--- src/hdl/tas_pkg.sv ---
// constants and types of the triggered acquisition sequencer
package tas_pkg;

  // ==========================================================
  // register byte offsets
  localparam logic [7:0] A_CMD  = 8'h00;
  localparam logic [7:0] A_P0   = 8'h04;
  localparam logic [7:0] A_P1   = 8'h08;
  localparam logic [7:0] A_P2   = 8'h0c;
  localparam logic [7:0] A_P3   = 8'h10;
  localparam logic [7:0] A_STAT = 8'h14;
  localparam logic [7:0] A_REM  = 8'h18;
  localparam logic [7:0] A_SCAN = 8'h1c;

  // ==========================================================
  // status and scan field positions
  localparam int ST_ACTIVE = 0;
  localparam int ST_TBUSY  = 1;
  localparam int ST_INIT   = 2;
  localparam int ST_CH_LSB = 4;
  localparam int ST_ER_LSB = 8;
  localparam int SC_LO_LSB = 0;
  localparam int SC_HI_LSB = 4;

  // ==========================================================
  // function numbers and result codes
  localparam logic signed [15:0] F_INIT = 16'sh0000;
  localparam logic signed [15:0] F_ACQ  = 16'sh0004;
  localparam logic signed [15:0] F_TRIG = 16'sh0005;
  localparam logic signed [15:0] F_MAX  = 16'sh0009;
  localparam logic [7:0] E_OK     = 8'h00;
  localparam logic [7:0] E_NOINIT = 8'h01;
  localparam logic [7:0] E_FUNC   = 8'h02;
  localparam logic [7:0] E_FORCE  = 8'h05;
  localparam logic [7:0] E_TCH    = 8'h0a;
  localparam logic [7:0] E_TLVL   = 8'h0b;
  localparam logic [7:0] E_EN     = 8'h0c;
  localparam logic [7:0] E_CYC    = 8'h0d;

  // ==========================================================
  // reset values, limits and timing
  localparam logic [2:0]  SCAN_LO_RST = 3'h0;
  localparam logic [2:0]  SCAN_HI_RST = 3'h7;
  localparam logic [16:0] CNT_FULL    = 17'h10000;
  localparam int FIFO_DEPTH = 8;
  localparam int CLK_MHZ    = 200;
  localparam int GATE_US    = 100;
  localparam int GATE_CYC   = GATE_US * CLK_MHZ;

  // ==========================================================
  // types
  typedef enum logic [6:0] {
    S_IDLE  = 7'h01,
    S_GATE  = 7'h02,
    S_ARMED = 7'h04,
    S_CONV  = 7'h08,
    S_PUSH  = 7'h10,
    S_TWAIT = 7'h20,
    S_TCONV = 7'h40
  } tas_state_t;

  typedef struct packed {
    logic [15:0] base;
    logic [15:0] off;
    logic [7:0]  data;
  } tas_word_t;

  typedef struct packed {
    tas_state_t  state;
    logic        trig_q;
    logic [15:0] gate_cnt;
    logic        init;
    logic [2:0]  irq_lvl;
    logic [7:0]  err;
    logic        active;
    logic        cycle;
    logic [15:0] base;
    logic [16:0] n;
    logic [16:0] rem;
    logic [15:0] off;
    logic [2:0]  ch;
    logic [2:0]  lo;
    logic [2:0]  hi;
    logic [2:0]  mux;
    logic [2:0]  tch;
    logic [7:0]  tlvl;
    logic        tslope;
    logic [15:0] p0;
    logic [15:0] p1;
    logic [15:0] p2;
    logic [15:0] p3;
    logic        adc_start;
    logic [7:0]  sample;
    logic [31:0] prdata;
  } tas_st_t;

endpackage

--- src/hdl/tas_sequencer.sv ---
// capture fifo and triggered acquisition sequencer top
//
// The implementer's own choices: the register offsets and the APB slave port.
`timescale 1ns/1ps

// ============================================================
// capture fifo
module tas_fifo #(
  parameter int W = 8,
  parameter int D = 8
) (
  input  wire logic         clk_i,
  input  wire logic         rstn_i,
  input  wire logic         in_valid_i,
  output logic              in_ready_o,
  input  wire logic [W-1:0] in_data_i,
  output logic              out_valid_o,
  input  wire logic         out_ready_i,
  output logic [W-1:0]      out_data_o
);
  localparam int AW = $clog2(D);

  typedef struct packed {
    logic [D-1:0][W-1:0] mem;
    logic [AW:0]         wp;
    logic [AW:0]         rp;
  } tas_fifo_st_t;

  tas_fifo_st_t s_r;
  tas_fifo_st_t s_nxt;
  logic         full;
  logic         empty;

  assign empty = s_r.wp == s_r.rp;
  assign full  = (s_r.wp[AW] != s_r.rp[AW]) && (s_r.wp[AW-1:0] == s_r.rp[AW-1:0]);
  assign in_ready_o  = ~full;
  assign out_valid_o = ~empty;
  assign out_data_o  = s_r.mem[s_r.rp[AW-1:0]];

  always_comb begin
    s_nxt = s_r;
    if (in_valid_i && !full) begin
      s_nxt.mem[s_r.wp[AW-1:0]] = in_data_i;
      s_nxt.wp = s_r.wp + {{AW{1'b0}}, 1'b1};
    end
    if (out_ready_i && !empty) begin
      s_nxt.rp = s_r.rp + {{AW{1'b0}}, 1'b1};
    end
  end

  always_ff @(posedge clk_i or negedge rstn_i) begin
    if (!rstn_i) begin
      s_r <= '0;
    end else begin
      s_r <= s_nxt;
    end
  end
endmodule

// ============================================================
// sequencer top
// Functional notes
// - trigger edge converts, stores, advances channel
// - buffer in one fixed 64K region
// - single cycle stops at N, clears active
// - recycle wraps buffer, stays active
// - count is unsigned sixteen bits
// - enable one arms, zero aborts
// - scan limits, default channels zero to seven
// - gate low ignores triggers, 100us arms
// - force start bypasses gate, code five
// - bad enable 12, bad cycle 13
// - codes: ok 0, uninit 1, range 2
// - on completion mask and release irq
// - analog trigger level compare by slope
// - trigger setup errors 10, 11, 12
// - abort request ends trigger wait, code five
// - trigger channel independent of scan range
// - one byte per conversion in sequence
module tas_sequencer #(
  parameter int GATE_CYCLES = tas_pkg::GATE_CYC
) (
  input  wire logic        REF_CLK_I,
  input  wire logic        RSTN_I,
  input  wire logic        PSEL_I,
  input  wire logic        PENABLE_I,
  input  wire logic        PWRITE_I,
  input  wire logic [7:0]  PADDR_I,
  input  wire logic [31:0] PWDATA_I,
  output logic [31:0]      PRDATA_O,
  output logic             PREADY_O,
  output logic             PSLVERR_O,
  input  wire logic        TRIG_I,
  input  wire logic        START_GATE_INPUT_I,
  input  wire logic        KEY_I,
  output logic             ADC_START_O,
  input  wire logic        ADC_DONE_I,
  input  wire logic [7:0]  ADC_DATA_I,
  output logic [2:0]       MUX_CH_O,
  output logic             MEM_VALID_O,
  input  wire logic        MEM_READY_I,
  output logic [31:0]      MEM_ADDR_O,
  output logic [7:0]       MEM_DATA_O,
  output logic             IRQ_O,
  output logic             IRQ_OE_O,
  output logic             IRQ_MASK_O,
  output logic [2:0]       IRQ_LEVEL_O
);

  tas_pkg::tas_st_t   s_r;
  tas_pkg::tas_st_t   s_nxt;
  tas_pkg::tas_word_t fifo_in;
  tas_pkg::tas_word_t fifo_out;
  logic               push;
  logic               push_rdy;
  logic               rise;
  logic               cmd_wr;
  logic               mapped;
  logic signed [15:0] fn;

  function automatic logic is_bit(input logic [15:0] p);
    is_bit = (p == 16'h0000) || (p == 16'h0001);
  endfunction

  function automatic logic [2:0] next_ch(input logic [2:0] c, input logic [2:0] lo,
                                         input logic [2:0] hi);
    next_ch = (c == hi) ? lo : c + 3'h1;
  endfunction

  // ==========================================================
  // bus decode
  assign mapped = (PADDR_I[7:5] == 3'h0) && (PADDR_I[1:0] == 2'h0);
  assign cmd_wr = PSEL_I && PENABLE_I && PWRITE_I && (PADDR_I == tas_pkg::A_CMD)
                  && !(s_r.state inside {tas_pkg::S_TWAIT, tas_pkg::S_TCONV});
  assign fn = PWDATA_I[15:0];
  assign rise = TRIG_I && !s_r.trig_q;
  assign PREADY_O = 1'b1;
  assign PSLVERR_O = PSEL_I && PENABLE_I && !mapped;
  assign PRDATA_O = s_r.prdata;

  // ==========================================================
  // capture buffer path
  assign fifo_in.base = s_r.base;
  assign fifo_in.off = s_r.off;
  assign fifo_in.data = s_r.sample;
  assign push = s_r.state == tas_pkg::S_PUSH;

  tas_fifo #(
    .W ($bits(tas_pkg::tas_word_t)),
    .D (tas_pkg::FIFO_DEPTH)
  ) u_fifo (
    .clk_i       (REF_CLK_I),
    .rstn_i      (RSTN_I),
    .in_valid_i  (push),
    .in_ready_o  (push_rdy),
    .in_data_i   (fifo_in),
    .out_valid_o (MEM_VALID_O),
    .out_ready_i (MEM_READY_I),
    .out_data_o  (fifo_out)
  );

  assign MEM_ADDR_O = {fifo_out.base, fifo_out.off};
  assign MEM_DATA_O = fifo_out.data;
  assign ADC_START_O = s_r.adc_start;
  assign MUX_CH_O = s_r.mux;
  assign IRQ_O = s_r.trig_q && s_r.active;
  assign IRQ_OE_O = s_r.active;
  assign IRQ_MASK_O = !s_r.active;
  assign IRQ_LEVEL_O = s_r.irq_lvl;

  // ==========================================================
  // next state
  always_comb begin
    s_nxt = s_r;
    s_nxt.adc_start = 1'b0;
    s_nxt.trig_q = TRIG_I;
    if (PSEL_I && !PENABLE_I && !PWRITE_I) begin
      s_nxt.prdata = 32'h0;
      case (PADDR_I)
        tas_pkg::A_P0: s_nxt.prdata[15:0] = s_r.p0;
        tas_pkg::A_P1: s_nxt.prdata[15:0] = s_r.p1;
        tas_pkg::A_P2: s_nxt.prdata[15:0] = s_r.p2;
        tas_pkg::A_P3: s_nxt.prdata[15:0] = s_r.p3;
        tas_pkg::A_STAT: begin
          s_nxt.prdata[tas_pkg::ST_ACTIVE] = s_r.active;
          s_nxt.prdata[tas_pkg::ST_TBUSY] = s_r.state[5] | s_r.state[6];
          s_nxt.prdata[tas_pkg::ST_INIT] = s_r.init;
          s_nxt.prdata[tas_pkg::ST_CH_LSB +: 3] = s_r.ch;
          s_nxt.prdata[tas_pkg::ST_ER_LSB +: 8] = s_r.err;
        end
        tas_pkg::A_REM: s_nxt.prdata[16:0] = s_r.active ? s_r.rem : 17'h0;
        tas_pkg::A_SCAN: begin
          s_nxt.prdata[tas_pkg::SC_LO_LSB +: 3] = s_r.lo;
          s_nxt.prdata[tas_pkg::SC_HI_LSB +: 3] = s_r.hi;
        end
        default: s_nxt.prdata = 32'h0;
      endcase
    end
    case (s_r.state)
      tas_pkg::S_GATE: begin
        if (KEY_I) begin
          s_nxt.err = tas_pkg::E_FORCE;
          s_nxt.state = tas_pkg::S_ARMED;
        end else if (!START_GATE_INPUT_I) begin
          s_nxt.gate_cnt = 16'h0;
        end else if (s_r.gate_cnt == 16'(GATE_CYCLES - 1)) begin
          s_nxt.state = tas_pkg::S_ARMED;
        end else begin
          s_nxt.gate_cnt = s_r.gate_cnt + 16'h1;
        end
      end
      tas_pkg::S_ARMED: begin
        if (rise) begin
          s_nxt.adc_start = 1'b1;
          s_nxt.mux = s_r.ch;
          s_nxt.state = tas_pkg::S_CONV;
        end
      end
      tas_pkg::S_CONV: begin
        if (ADC_DONE_I) begin
          s_nxt.sample = ADC_DATA_I;
          s_nxt.state = tas_pkg::S_PUSH;
        end
      end
      tas_pkg::S_PUSH: begin
        if (push_rdy) begin
          s_nxt.ch = next_ch(s_r.ch, s_r.lo, s_r.hi);
          s_nxt.state = tas_pkg::S_ARMED;
          if (s_r.rem != 17'h1) begin
            s_nxt.rem = s_r.rem - 17'h1;
            s_nxt.off = s_r.off + 16'h1;
          end else if (s_r.cycle) begin
            s_nxt.rem = s_r.n;
            s_nxt.off = 16'h0;
          end else begin
            s_nxt.active = 1'b0;
            s_nxt.state = tas_pkg::S_IDLE;
          end
        end
      end
      tas_pkg::S_TWAIT: begin
        if (KEY_I) begin
          s_nxt.err = tas_pkg::E_FORCE;
          s_nxt.state = tas_pkg::S_IDLE;
        end else begin
          s_nxt.adc_start = 1'b1;
          s_nxt.mux = s_r.tch;
          s_nxt.state = tas_pkg::S_TCONV;
        end
      end
      tas_pkg::S_TCONV: begin
        if (KEY_I) begin
          s_nxt.err = tas_pkg::E_FORCE;
          s_nxt.state = tas_pkg::S_IDLE;
        end else if (ADC_DONE_I) begin
          if (s_r.tslope ? ($signed(ADC_DATA_I) < $signed(s_r.tlvl))
                         : ($signed(ADC_DATA_I) > $signed(s_r.tlvl))) begin
            s_nxt.state = tas_pkg::S_IDLE;
          end else begin
            s_nxt.state = tas_pkg::S_TWAIT;
          end
        end
      end
      default: s_nxt.state = tas_pkg::S_IDLE;
    endcase
    if (PSEL_I && PENABLE_I && PWRITE_I) begin
      case (PADDR_I)
        tas_pkg::A_P0: s_nxt.p0 = PWDATA_I[15:0];
        tas_pkg::A_P1: s_nxt.p1 = PWDATA_I[15:0];
        tas_pkg::A_P2: s_nxt.p2 = PWDATA_I[15:0];
        tas_pkg::A_P3: s_nxt.p3 = PWDATA_I[15:0];
        tas_pkg::A_SCAN: begin
          s_nxt.lo = PWDATA_I[tas_pkg::SC_LO_LSB +: 3];
          s_nxt.hi = PWDATA_I[tas_pkg::SC_HI_LSB +: 3];
        end
        default: s_nxt.p0 = s_nxt.p0;
      endcase
    end
    if (cmd_wr) begin
      s_nxt.err = tas_pkg::E_OK;
      if (fn < tas_pkg::F_INIT || fn > tas_pkg::F_MAX) begin
        s_nxt.err = tas_pkg::E_FUNC;
      end else if (!s_r.init && fn != tas_pkg::F_INIT) begin
        s_nxt.err = tas_pkg::E_NOINIT;
      end else if (fn == tas_pkg::F_INIT) begin
        s_nxt.init = 1'b1;
        s_nxt.irq_lvl = s_r.p0[2:0];
        s_nxt.active = 1'b0;
        s_nxt.state = tas_pkg::S_IDLE;
      end else if (fn == tas_pkg::F_ACQ) begin
        if (!is_bit(s_r.p2)) begin
          s_nxt.err = tas_pkg::E_EN;
        end else if (!is_bit(s_r.p3)) begin
          s_nxt.err = tas_pkg::E_CYC;
        end else if (!s_r.p2[0]) begin
          s_nxt.active = 1'b0;
          s_nxt.state = tas_pkg::S_IDLE;
        end else begin
          s_nxt.n = (s_r.p0 == 16'h0) ? tas_pkg::CNT_FULL : {1'b0, s_r.p0};
          s_nxt.rem = (s_r.p0 == 16'h0) ? tas_pkg::CNT_FULL : {1'b0, s_r.p0};
          s_nxt.base = s_r.p1;
          s_nxt.cycle = s_r.p3[0];
          s_nxt.off = 16'h0;
          s_nxt.ch = s_r.lo;
          s_nxt.gate_cnt = 16'h0;
          s_nxt.active = 1'b1;
          s_nxt.state = tas_pkg::S_GATE;
        end
      end else if (fn == tas_pkg::F_TRIG) begin
        if (s_r.p0[15] || s_r.p0 > 16'h0007) begin
          s_nxt.err = tas_pkg::E_TCH;
        end else if ($signed(s_r.p1) < -16'sd128 || $signed(s_r.p1) > 16'sd127) begin
          s_nxt.err = tas_pkg::E_TLVL;
        end else if (!is_bit(s_r.p2)) begin
          s_nxt.err = tas_pkg::E_EN;
        end else begin
          s_nxt.tch = s_r.p0[2:0];
          s_nxt.tlvl = s_r.p1[7:0];
          s_nxt.tslope = s_r.p2[0];
          s_nxt.active = 1'b0;
          s_nxt.state = tas_pkg::S_TWAIT;
        end
      end
    end
  end

  always_ff @(posedge REF_CLK_I or negedge RSTN_I) begin
    if (!RSTN_I) begin
      s_r <= '0;
      s_r.state <= tas_pkg::S_IDLE;
      s_r.lo <= tas_pkg::SCAN_LO_RST;
      s_r.hi <= tas_pkg::SCAN_HI_RST;
    end else begin
      s_r <= s_nxt;
    end
  end
endmodule

--- config.mk ---
export PLATFORM = sky130hd
export DESIGN_NAME = tas_sequencer
export DESIGN_NICKNAME = d
export VERILOG_FILES = /design/src/hdl/tas_pkg.sv /design/src/hdl/tas_sequencer.sv
export SDC_FILE = /design/constraint.sdc
export NUM_CORES = 1
export LEC_CHECK = 0
export BUFFER_PORTS_ARGS = -buffer_cell sky130_fd_sc_hd__buf_2
export CORE_MARGIN = 1.5
export CORE_UTILIZATION = 45
export DETAILED_ROUTE_END_ITERATION = 7
export HOLD_SLACK_MARGIN = 0.03
export PLACE_DENSITY_LB_ADDON = 0.2
export SLEW_MARGIN = 15
export SYNTH_ARGS = -nofsm -noshare
export SYNTH_HDL_FRONTEND = slang
export SYNTH_HIERARCHICAL = 1
export SYNTH_SLANG_ARGS = --single-unit
--- constraint.sdc ---
create_clock -name REF_CLK_I -period 3.1 [get_ports REF_CLK_I]
set_input_delay 0.465 -clock REF_CLK_I [delete_from_list [all_inputs] [get_ports REF_CLK_I]]
set_output_delay 0.465 -clock REF_CLK_I [all_outputs]
set_load 0.005 [all_outputs]
# Word level (Yosys, flattened, before mapping)
# Cells that the tools add are included.
dict set report word_totals {
  reg_bits 546
  latch_bits 0
  mem_bits_rw 0
  mem_bits_ro 0
  inputBits 58
  output_inout_bits 85
  wordCells 229
  n_memories 0
}
dict set report classes {
  addsub 6
  multipliers 0
  div_mod_pow 0
  order_cmp 10
  n_eq_ne 25
  n_shift 0
  n_mux 91
  n_bitwise 8
  n_reduce_logical 53
}
# op count
set ops {}
lappend ops {{320-bit bitwise mux} 1}
lappend ops {{71-bit two-way mux} 4}
lappend ops {{70-bit two-way mux} 3}
lappend ops {{16-bit two-way mux} 9}
lappend ops {{7-bit two-way mux} 20}
lappend ops {{40-bit binary-select mux with 3-bit select} 1}
lappend ops {{40-bit demux with 3-bit select} 1}
lappend ops {{99-bit two-way mux} 1}
lappend ops {{40-bit two-way mux} 2}
lappend ops {{36-bit two-way mux} 2}
lappend ops {{33-bit two-way mux} 2}
lappend ops {{16-bit zero test} 4}
lappend ops {{8-bit case mux with 6 select lines} 1}
lappend ops {{3-bit case mux with 7 select lines} 2}
lappend ops {{7-bit case mux with 6 select lines} 1}
lappend ops {{20-bit two-way mux} 2}
lappend ops {{8-bit two-way mux} 5}
lappend ops {{17-bit two-way mux} 2}
lappend ops {{16-bit by 1-bit adder with 16-bit output, second input constant} 2}
lappend ops {{16-bit by 1-bit equality test with 1-bit output, second input constant} 2}
lappend ops {{16-bit by 4-bit equality test with 1-bit output, second input constant} 2}
lappend ops {{8-bit by 5-bit equality test with 1-bit output, second input constant} 4}
lappend ops {{4-bit two-way mux} 6}
lappend ops {{9-bit two-way mux} 2}
lappend ops {{other kinds (49)} 112}

# Longest topological paths before layout
# Gate-level depths: netlist of the first run.
dict set report logic_depth {
  ltp_word 15
  mapped_depth 10
  depth_no_buf 8
}

# By module
# Netlist of the first run, hierarchy kept.
# mod instances cells_per_inst area_each_um2 seq_area_each_um2
set modules_own_cells {}
lappend modules_own_cells {tas_fifo 1 867 15070.7 8207.9}
lappend modules_own_cells {tas_sequencer 1 1135 11255.8 5360.1}

# Worst setup path before layout of the first run
# Ideal clock, no wire load.
dict set report synth_timing {
  path_type {flip-flop to flip-flop}
  start {register s_r[229] (netlist name)}
  end {register s_r[110] (netlist name)}
  setup_ps 125
  arrival_ps 2156
  required_ps 2975
  setup_slack_ps 819
  path_stages_with_launch 9
  path_buffers 3
  period_less_slack_ps 2281
  cell_sequence {dfrtp_1 > buf_6 > or4_4 > buf_6 > nor3_4 > nor2_1 > nand3_2 > buf_2 > mux2_2}
}

# Final worst setup path of the first run
dict set report layout_timing {
  start {register u_fifo/s_r[0] (netlist bit)}
  end {output MEM_ADDR_O[22]}
}
dict set report layout_via {
  elab_chain_cells 2
}
# item line_no
set layout_rtl {}
lappend layout_rtl {{start, declared} tas_sequencer.sv:29} ;# tas_fifo_st_t s_r;
lappend layout_rtl {{start signal, assigned} tas_sequencer.sv:55} ;# s_r <= s_nxt;
lappend layout_rtl {{40-bit binary-select mux with 3-bit select} tas_sequencer.sv:38} ;# assign out_data_o = s_r.mem[s_r.rp[AW-1:0]];
lappend layout_rtl {{40-bit two-way mux (not written as such)} tas_sequencer.sv:38}
lappend layout_rtl {{end, declared} tas_sequencer.sv:102} ;# output logic [31:0] MEM_ADDR_O,
# Every way passes these cells. The select of a mux whose other input is x is not followed.

==> results of run 1 <==
[synthesized netlist by cell type (10+ instances only)]
master and n:
sky130_fd_sc_hd__dfrtp_1 538, sky130_fd_sc_hd__mux2_2 361, sky130_fd_sc_hd__nand2_1 173, sky130_fd_sc_hd__nor2_1 89, sky130_fd_sc_hd__mux2_4 80, sky130_fd_sc_hd__mux4_2 80, sky130_fd_sc_hd__buf_2 50, sky130_fd_sc_hd__nand3_1 43
sky130_fd_sc_hd__buf_4 41, sky130_fd_sc_hd__clkbuf_1 39, sky130_fd_sc_hd__o21ai_0 37, sky130_fd_sc_hd__a21oi_1 35, sky130_fd_sc_hd__nor3_1 34, sky130_fd_sc_hd__inv_1 33, sky130_fd_sc_hd__nand4_1 25, sky130_fd_sc_hd__and3_1 21
sky130_fd_sc_hd__mux2_1 21, sky130_fd_sc_hd__nor4_1 18, sky130_fd_sc_hd__xnor2_1 18, sky130_fd_sc_hd__a31oi_1 15, sky130_fd_sc_hd__ha_1 15, sky130_fd_sc_hd__xor2_1 13, sky130_fd_sc_hd__a222oi_1 11, sky130_fd_sc_hd__o21ai_1 11
sky130_fd_sc_hd__mux2i_1 10
[worst min-delay path by stage]
stage | start | cells after the start | end
global placement | PRDATA_O[16] | 2 | PRDATA_O[16]
floorplan | RSTN_I | 0 | ADC_START_O
global route | ADC_DATA_I[7] | 2 | fifo_in[7]
CTS | KEY_I | 2 | s_r[232]
finish | KEY_I | 2 | s_r[232]
detailed placement | PRDATA_O[16] | 2 | PRDATA_O[16]
[cell type report]
cell class              count  area, sq um  area share
diodes                      1         2.50   0.0000841
inverters                  33          124     0.00416
clock buffers              87         1740      0.0586
flip-flops and latches    542        13600       0.456
clock inverters            25          310      0.0104
repair buffers            174         1250      0.0419
well taps                 765          957      0.0322
multi-input cells        1294        11800       0.396
[per-layer routing]
layer	track usage	share of wire
met1	0.313	0.46
met2	0.364	0.48
met3	0.0330	0.048
met4	0.0581	0.020
met5	0	0
[critical path: stages, from the launching register on]
cell,delay [ns]
sky130_fd_sc_hd__dfrtp_4,0.51
sky130_fd_sc_hd__buf_12,0.34
sky130_fd_sc_hd__mux4_2,0.56
sky130_fd_sc_hd__mux2_2,0.31
sky130_fd_sc_hd__buf_2,0.14
[power by group through the flow]
stage | Clock [uW] | Sequential [uW] | Combinational (uW)
floorplan | 0 | 7310 | 1280
global placement | 0 | 7370 | 1870
detailed placement | 0 | 7370 | 1880
CTS | 7510 | 7240 | 1880
global route | 7800 | 7250 | 1980
finish | 7330 | 7240 | 1840
[sequential cells by signal, summed over array words and instances (netlist names)]
register	flops
u_fifo/s_r	328
s_r	149
fifo_in	40
PRDATA_O	17
IRQ_LEVEL_O	3
MUX_CH_O	3
ADC_START_O	1
IRQ_OE_O	1
[logic make-up after synthesis]
family,Yosys count
AOI/OAI and AO/OA,196
muxes,552
other,2
adders and majority gates,15
and+or+nand+nor,482
xor gates and xnor gates,33
buffers and inverters,180
DFF,542
[through the flow]
step	cell area, sq um	util	setup slack, ns	power, uW
CTS	29800	0.515	0.0723	16600
floorplan	26400	-	0.819	8590
detailed placement	27700	0.479	0.337	9250
global placement	27700	0.479	0.373	9240
global route	29800	0.515	0.0191	17000
finish	29800	0.515	0.126	16400
==> flow_summary.rst, run 1 <==
.. list-table::
   :header-rows: 1

   * - Metric
     - Value
   * - Final Hold Viols
     - 0
   * - Number of antenna violations at the first check in global routing
     - 0
   * - Combinational family with the most area after synthesis
     - multiplexers
   * - Die Height
     - 245 um
   * - Period minus WS final
     - 2.97 ns
   * - WP data required
     - 2.63 ns
   * - Global Route Usage Sum
     - 0.223
   * - Standard-cell rows
     - 88
   * - Power per unit of standard cell area
     - 552 nW/um^2
   * - Total Die Area
     - 60000 sq um
   * - Async set or reset register ratio after synthesis
     - 1.00
   * - Number of global-route vias before repair
     - 17658
   * - Max-cap viol count
     - 0
   * - Launching element type of the critical path
     - register
   * - Critical path launch point
     - u_fifo/s_r[0]
   * - EDFF count, synth
     - 0
   * - Xor and xnor area share after synthesis
     - 0.0115
   * - Area leader, netlist
     - sky130_fd_sc_hd__dfrtp_1
   * - Actual slew at the worst max-slew pin
     - 0.879 ns
   * - Leakage power summed over all cells
     - 0.0144 uW
   * - Number of buffers added for setup after CTS
     - 0
   * - Area of the mapped netlist
     - 26300 sq um
   * - Critical-path maximum fanout
     - 40
   * - Total clock buffers created by CTS
     - 59
   * - Sequential fraction of design power
     - 0.441
   * - Maximum number of pins on one net before global-route repair
     - 87
   * - Pre-Repair DR Iteration Count
     - 6
   * - RR Startpoint
     - u_fifo/s_r[0]
   * - Internal cell power
     - 12300 uW
   * - Number of port buffers
     - 110
   * - Htree depth
     - 2
   * - Worst Hold Slack
     - 0.118 ns
   * - Count of placed standard cells including taps
     - 2806
   * - Sequential area share after synthesis
     - 0.515
   * - Achievable Freq
     - 336 MHz
   * - Placeable core region
     - 57800 sq um
   * - Drt total wl
     - 65800 um
   * - Fill cell instance count of the final layout
     - 4905
   * - Number of instances in the synthesized netlist
     - 2002
   * - Adder-cell share of the synthesized area
     - 0.00713
   * - Nature of the critical path endpoint
     - output pin
   * - Portion of netlist area occupied by mux cells
     - 0.281
   * - DRC violations left
     - 0
   * - Worst setup skew after layout
     - 0.0182 ns
   * - Mean routed wirelength per cell
     - 22.5 um
   * - Total vias in the final route
     - 16890
   * - Largest voltage drop on the vdd net
     - 512 uV
   * - Outcome
     - complete, no violations
   * - Flop-to-flop setup slack
     - 0.29 ns
   * - Worst Path Arrival
     - 2.51 ns
   * - Top cell type's share of synthesized area
     - 0.511
   * - P&R area growth vs syn
     - 13.0%
   * - Fin crit share
     - 0.959
   * - Max transition margin
     - 0.412
   * - Post-detailed-placement half-perimeter wirelength
     - 43100 um
   * - Final sum of negative setup slack
     - 0 ns
   * - Overflow left after global routing
     - 0
   * - Horiz. Die Dim
     - 245 um
   * - Net switching power
     - 4130 uW
   * - Leading cell types in the layout, fill and taps excluded
     - sky130_fd_sc_hd__dfrtp_1, sky130_fd_sc_hd__mux2_2, sky130_fd_sc_hd__nand2_1, sky130_fd_sc_hd__buf_2, sky130_fd_sc_hd__nor2_1
   * - Global-route wire length before repair
     - 104000 um
   * - Post-synthesis average cell area
     - 13.2 sq um
   * - Post-synthesis simple-gate area fraction
     - 0.0938
   * - Final non-filler cell total
     - 2921
   * - Endpoint of the most critical setup path
     - MEM_ADDR_O[22]
   * - Iteration-0 DRC Markers
     - 1202
   * - Slew Limit Fails
     - 0
   * - Most common cell after layout, fill and taps aside
     - sky130_fd_sc_hd__dfrtp_1
   * - Combinational cell fraction of total power
     - 0.112
   * - FF-to-FF End
     - fifo_in[23]
   * - Number of vias per cell
     - 5.78
   * - Number of warnings printed during yosys synthesis
     - 6
   * - Netlist cell types
     - 87
   * - I/O pin count
     - 143
   * - Setup repair after global routing missed its margin
     - no
   * - Worst Hold Class
     - in2reg
   * - Post-synth top flop
     - sky130_fd_sc_hd__dfrtp_1
   * - Fraction of layout cells with a size suffix above 1
     - 0.387
   * - GP Congestion
     - 0.889
   * - Cts repair resizes
     - 0
   * - Setup Crit Path Kind
     - reg2out
   * - Worst-Skew Late Latency
     - 0.62 ns
   * - Max clock buf depth
     - 3
   * - Top cells by area, synth
     - sky130_fd_sc_hd__dfrtp_1, sky130_fd_sc_hd__mux2_2, sky130_fd_sc_hd__mux4_2
   * - Clock transition at path regs
     - 0.06 ns
   * - Flops & latches, synth
     - 542
   * - Net count reported at finish
     - 2177
   * - Clock share of power
     - 0.447
   * - TritonCTS clock tree
     - done
   * - Effective utilization at floorplan
     - 0.455
   * - Switching power share of the total
     - 0.252
   * - Clock Sink Count
     - 542
   * - Cells on worst reg2reg path
     - 7
   * - Root buffer cell
     - sky130_fd_sc_hd__clkbuf_16
   * - Setup violations, final
     - 0
   * - Post-cts hold buffer count
     - 2
   * - Compound-gate portion of the synthesized area
     - 0.0516
   * - Detail Route Antenna Nets
     - 0
Note: power is estimated with default switching activity, not from simulation.
==> run 2: changes to the inputs <==
Settings changed: PLACE_DENSITY_LB_ADDON 0.2 to unset.
==> run 2 against run 1 <==
The flow now finishes with violations (design-rule violations); register-to-register slack gained 0.03 ns; final cell count is the same; combinational power is essentially flat; via count shrank 0.46%; clock skew grew 0.0011 ns; fmax shrank 0.23%; sequential power is essentially flat; critical path type unchanged; critical endpoint is now MEM_ADDR_O[21]; largest cell class unchanged.
==> flow_summary.rst, run 2 (synthesized netlist as in run 1, its figures left out) <==
.. list-table::
   :header-rows: 1

   * - Metric
     - Value
   * - Outcome
     - finished with violations
   * - Failing checks
     - design-rule violations
   * - Number of buffer and inverter stages on the critical path
     - 2 (unchanged)
   * - Max-cap viol count
     - 0 (unchanged)
   * - Launching element type of the critical path
     - register
   * - Actual slew at the worst max-slew pin
     - 0.918 ns (+0.0387 ns)
   * - Slew Limit Fails
     - 0 (unchanged)
   * - Max clock buf depth
     - 3 (unchanged)
   * - Maximum number of pins on one net before global-route repair
     - 101 (+16%)
   * - Achievable Freq
     - 335 MHz (-0.23%)
   * - Fill cell instance count of the final layout
     - 4955 (+1.0%)
   * - Final Hold Viols
     - 0 (unchanged)
   * - Number of vias per cell
     - 5.76 (-0.46%)
   * - Cell count of the worst hold path
     - 2 (unchanged)
   * - Overflow left after global routing
     - 0 (unchanged)
   * - Nature of the critical path endpoint
     - output pin
   * - Utilization after layout
     - 0.514 (about the same)
   * - Clock Sink Count
     - 542 (unchanged)
   * - Post-Place Worst Slack
     - 0.390 ns (+0.0528 ns)
   * - Register with the highest flop count
     - u_fifo/s_r
   * - RR Startpoint
     - s_r[229]
   * - Total Die Area
     - 60000 sq um (unchanged)
   * - Setup repair after global routing missed its margin
     - yes
   * - Cts repair resizes
     - 0 (unchanged)
   * - Leading cell types in the layout, fill and taps excluded
     - sky130_fd_sc_hd__dfrtp_1, sky130_fd_sc_hd__mux2_2, sky130_fd_sc_hd__nand2_1, sky130_fd_sc_hd__buf_2, sky130_fd_sc_hd__nor2_1
   * - Antenna diodes
     - 0 (-1)
   * - Critical-path maximum fanout
     - 40 (unchanged)
   * - Total clock buffers created by CTS
     - 57 (-3.4%)
   * - I/O pin count
     - 143 (unchanged)
   * - Delay of the slowest cell on the worst path
     - 0.56 ns (about the same)
   * - Detail Route Antenna Nets
     - 0 (unchanged)
   * - Number of port buffers
     - 110 (unchanged)
   * - WP data required
     - 2.63 ns (about the same)
   * - Flop-to-flop setup slack
     - 0.32 ns (+0.03 ns)
   * - Final non-filler cell total
     - 2921 (unchanged)
   * - FF-to-FF End
     - fifo_in[23]
   * - Iteration-0 DRC Markers
     - 1264 (+5.2%)
   * - Post-route cell area
     - 29700 sq um (about the same)
   * - Area post-placement
     - 27800 sq um (+0.28%)
   * - Largest voltage drop on the vdd net
     - 446 uV (-13%)
   * - GP Congestion
     - 0.890 (about the same)
   * - Htree depth
     - 2 (unchanged)
   * - Global Route Usage Sum
     - 0.221 (-0.00185)
   * - Worst-path cell chain
     - buf_12 -> mux4_2 -> mux2_2 -> buf_2
   * - Fin crit share
     - 0.962 (+0.00222)
   * - P&R area growth vs syn
     - 12.9% (about the same)
   * - Fraction of layout cells with a size suffix above 1
     - 0.386 (-0.00111)
   * - Max transition margin
     - 0.386 (-0.0259)
   * - Placeable core region
     - 57800 sq um (unchanged)
   * - Setup Crit Path Kind
     - reg2out
   * - Effective utilization at floorplan
     - 0.455 (unchanged)
   * - Cells on worst reg2reg path
     - 6 (-1)
   * - Horiz. Die Dim
     - 245 um (unchanged)
   * - CP delay by family, top
     - multiplexers
   * - Global-route wire length before repair
     - 104000 um (-0.53%)
   * - Period minus WS final
     - 2.98 ns (+0.00687 ns)
   * - Drt total wl
     - 65200 um (-0.91%)
   * - Fin worst setup slack
     - 0.119 ns (-0.00687 ns)
   * - Worst setup skew after layout
     - 0.0193 ns (+0.00107 ns)
   * - Pre-Repair DR Iteration Count
     - 8 (+2)
   * - Die Height
     - 245 um (unchanged)
   * - Total number of cells along the worst setup path
     - 4 (unchanged)
   * - DRC violations left
     - 3 (+3)
   * - Worst min-delay path endpoint
     - fifo_in[6]
   * - Worst Hold Class
     - in2reg
   * - Final sum of negative setup slack
     - 0 ns (unchanged)
   * - Worst Path Arrival
     - 2.52 ns (about the same)
   * - Worst hold path startpoint
     - ADC_DATA_I[6]
   * - Cell with the biggest individual delay on the critical path
     - sky130_fd_sc_hd__mux4_2
   * - Clock transition at path regs
     - 0.06 ns (about the same)
   * - Root buffer cell
     - sky130_fd_sc_hd__clkbuf_16
   * - Count of placed standard cells including taps
     - 2813 (+0.25%)
   * - TritonCTS clock tree
     - done
   * - Total vias in the final route
     - 16812 (-0.46%)
   * - Most common cell after layout, fill and taps aside
     - sky130_fd_sc_hd__dfrtp_1
   * - Setup violations, final
     - 0 (unchanged)
   * - Combined area of the multi-input logic cells
     - 11800 sq um (unchanged)
   * - Leakage power summed over all cells
     - 0.0144 uW (about the same)
   * - Net count reported at finish
     - 2182 (+0.23%)
   * - Max reg flops
     - 328 (unchanged)
   * - Power per unit of standard cell area
     - 544 nW/um^2 (-1.4%)
   * - Post-detailed-placement half-perimeter wirelength
     - 43200 um (+0.21%)
   * - Worst-Skew Late Latency
     - 0.61 ns (about the same)
   * - Mean routed wirelength per cell
     - 22.3 um (-0.91%)
   * - Number of antenna violations at the first check in global routing
     - 2 (+2)
   * - Standard-cell rows
     - 88 (unchanged)
   * - Sequential cell area
     - 13600 sq um (unchanged)
   * - Number of global-route vias before repair
     - 17553 (-0.59%)
==> run 2: area by class of cell <==
cell class,instances,area share
Timing Repair Buffer,181,0.0445
Tap cell,765,0.0322
Inverter,33,0.00417
Clock inverter,20,0.00888
Clock buffer,86,0.0568
Sequential cell,542,0.457
Multi-Input combinational cell,1294,0.397
==> run 2: metal layers <==
metal  global-route usage  up-vias  part of all wire
li1                     -     7537                 -
met1                0.313     8725              0.46
met2                0.350      444              0.46
met3               0.0398      106             0.053
met4               0.0626        0             0.025
met5                    0        -                 0
==> run 2: power breakdown <==
part / switching [uW] / internal, uW
Clock: 2840 / 4240
Sequential: 93.1 / 7150
Combinational: 1090 / 736
==> run 2: stage by stage <==
stage               hold slack (ns)  total power, uW
floorplan                     0.169             8590
global placement              0.453             9250
detailed placement            0.456             9260
CTS                           0.103            16400
global route                  0.107            16800
finish                        0.129            16200
==> run 2: what timing repair did <==
item	in CTS	in global routing
hold buffers	2	0
setup buffers	0	0
hold endpoints to repair	56	0
setup endpoints to repair	0	1
==> run 2: how the worst max path moves through the flow <==
stage	start	to	slack (ns)
after CTS	u_fifo/s_r[0]	MEM_ADDR_O[0]	0.04
after global routing	u_fifo/s_r[0]	MEM_ADDR_O[28]	-0.009
after floorplan	s_r[229]	s_r[110]	0.82
final	u_fifo/s_r[0]	MEM_ADDR_O[21]	0.12
after global placement	PWDATA_I[8]	s_r[115]	0.48
after detailed placement	s_r[229]	fifo_in[23]	0.39
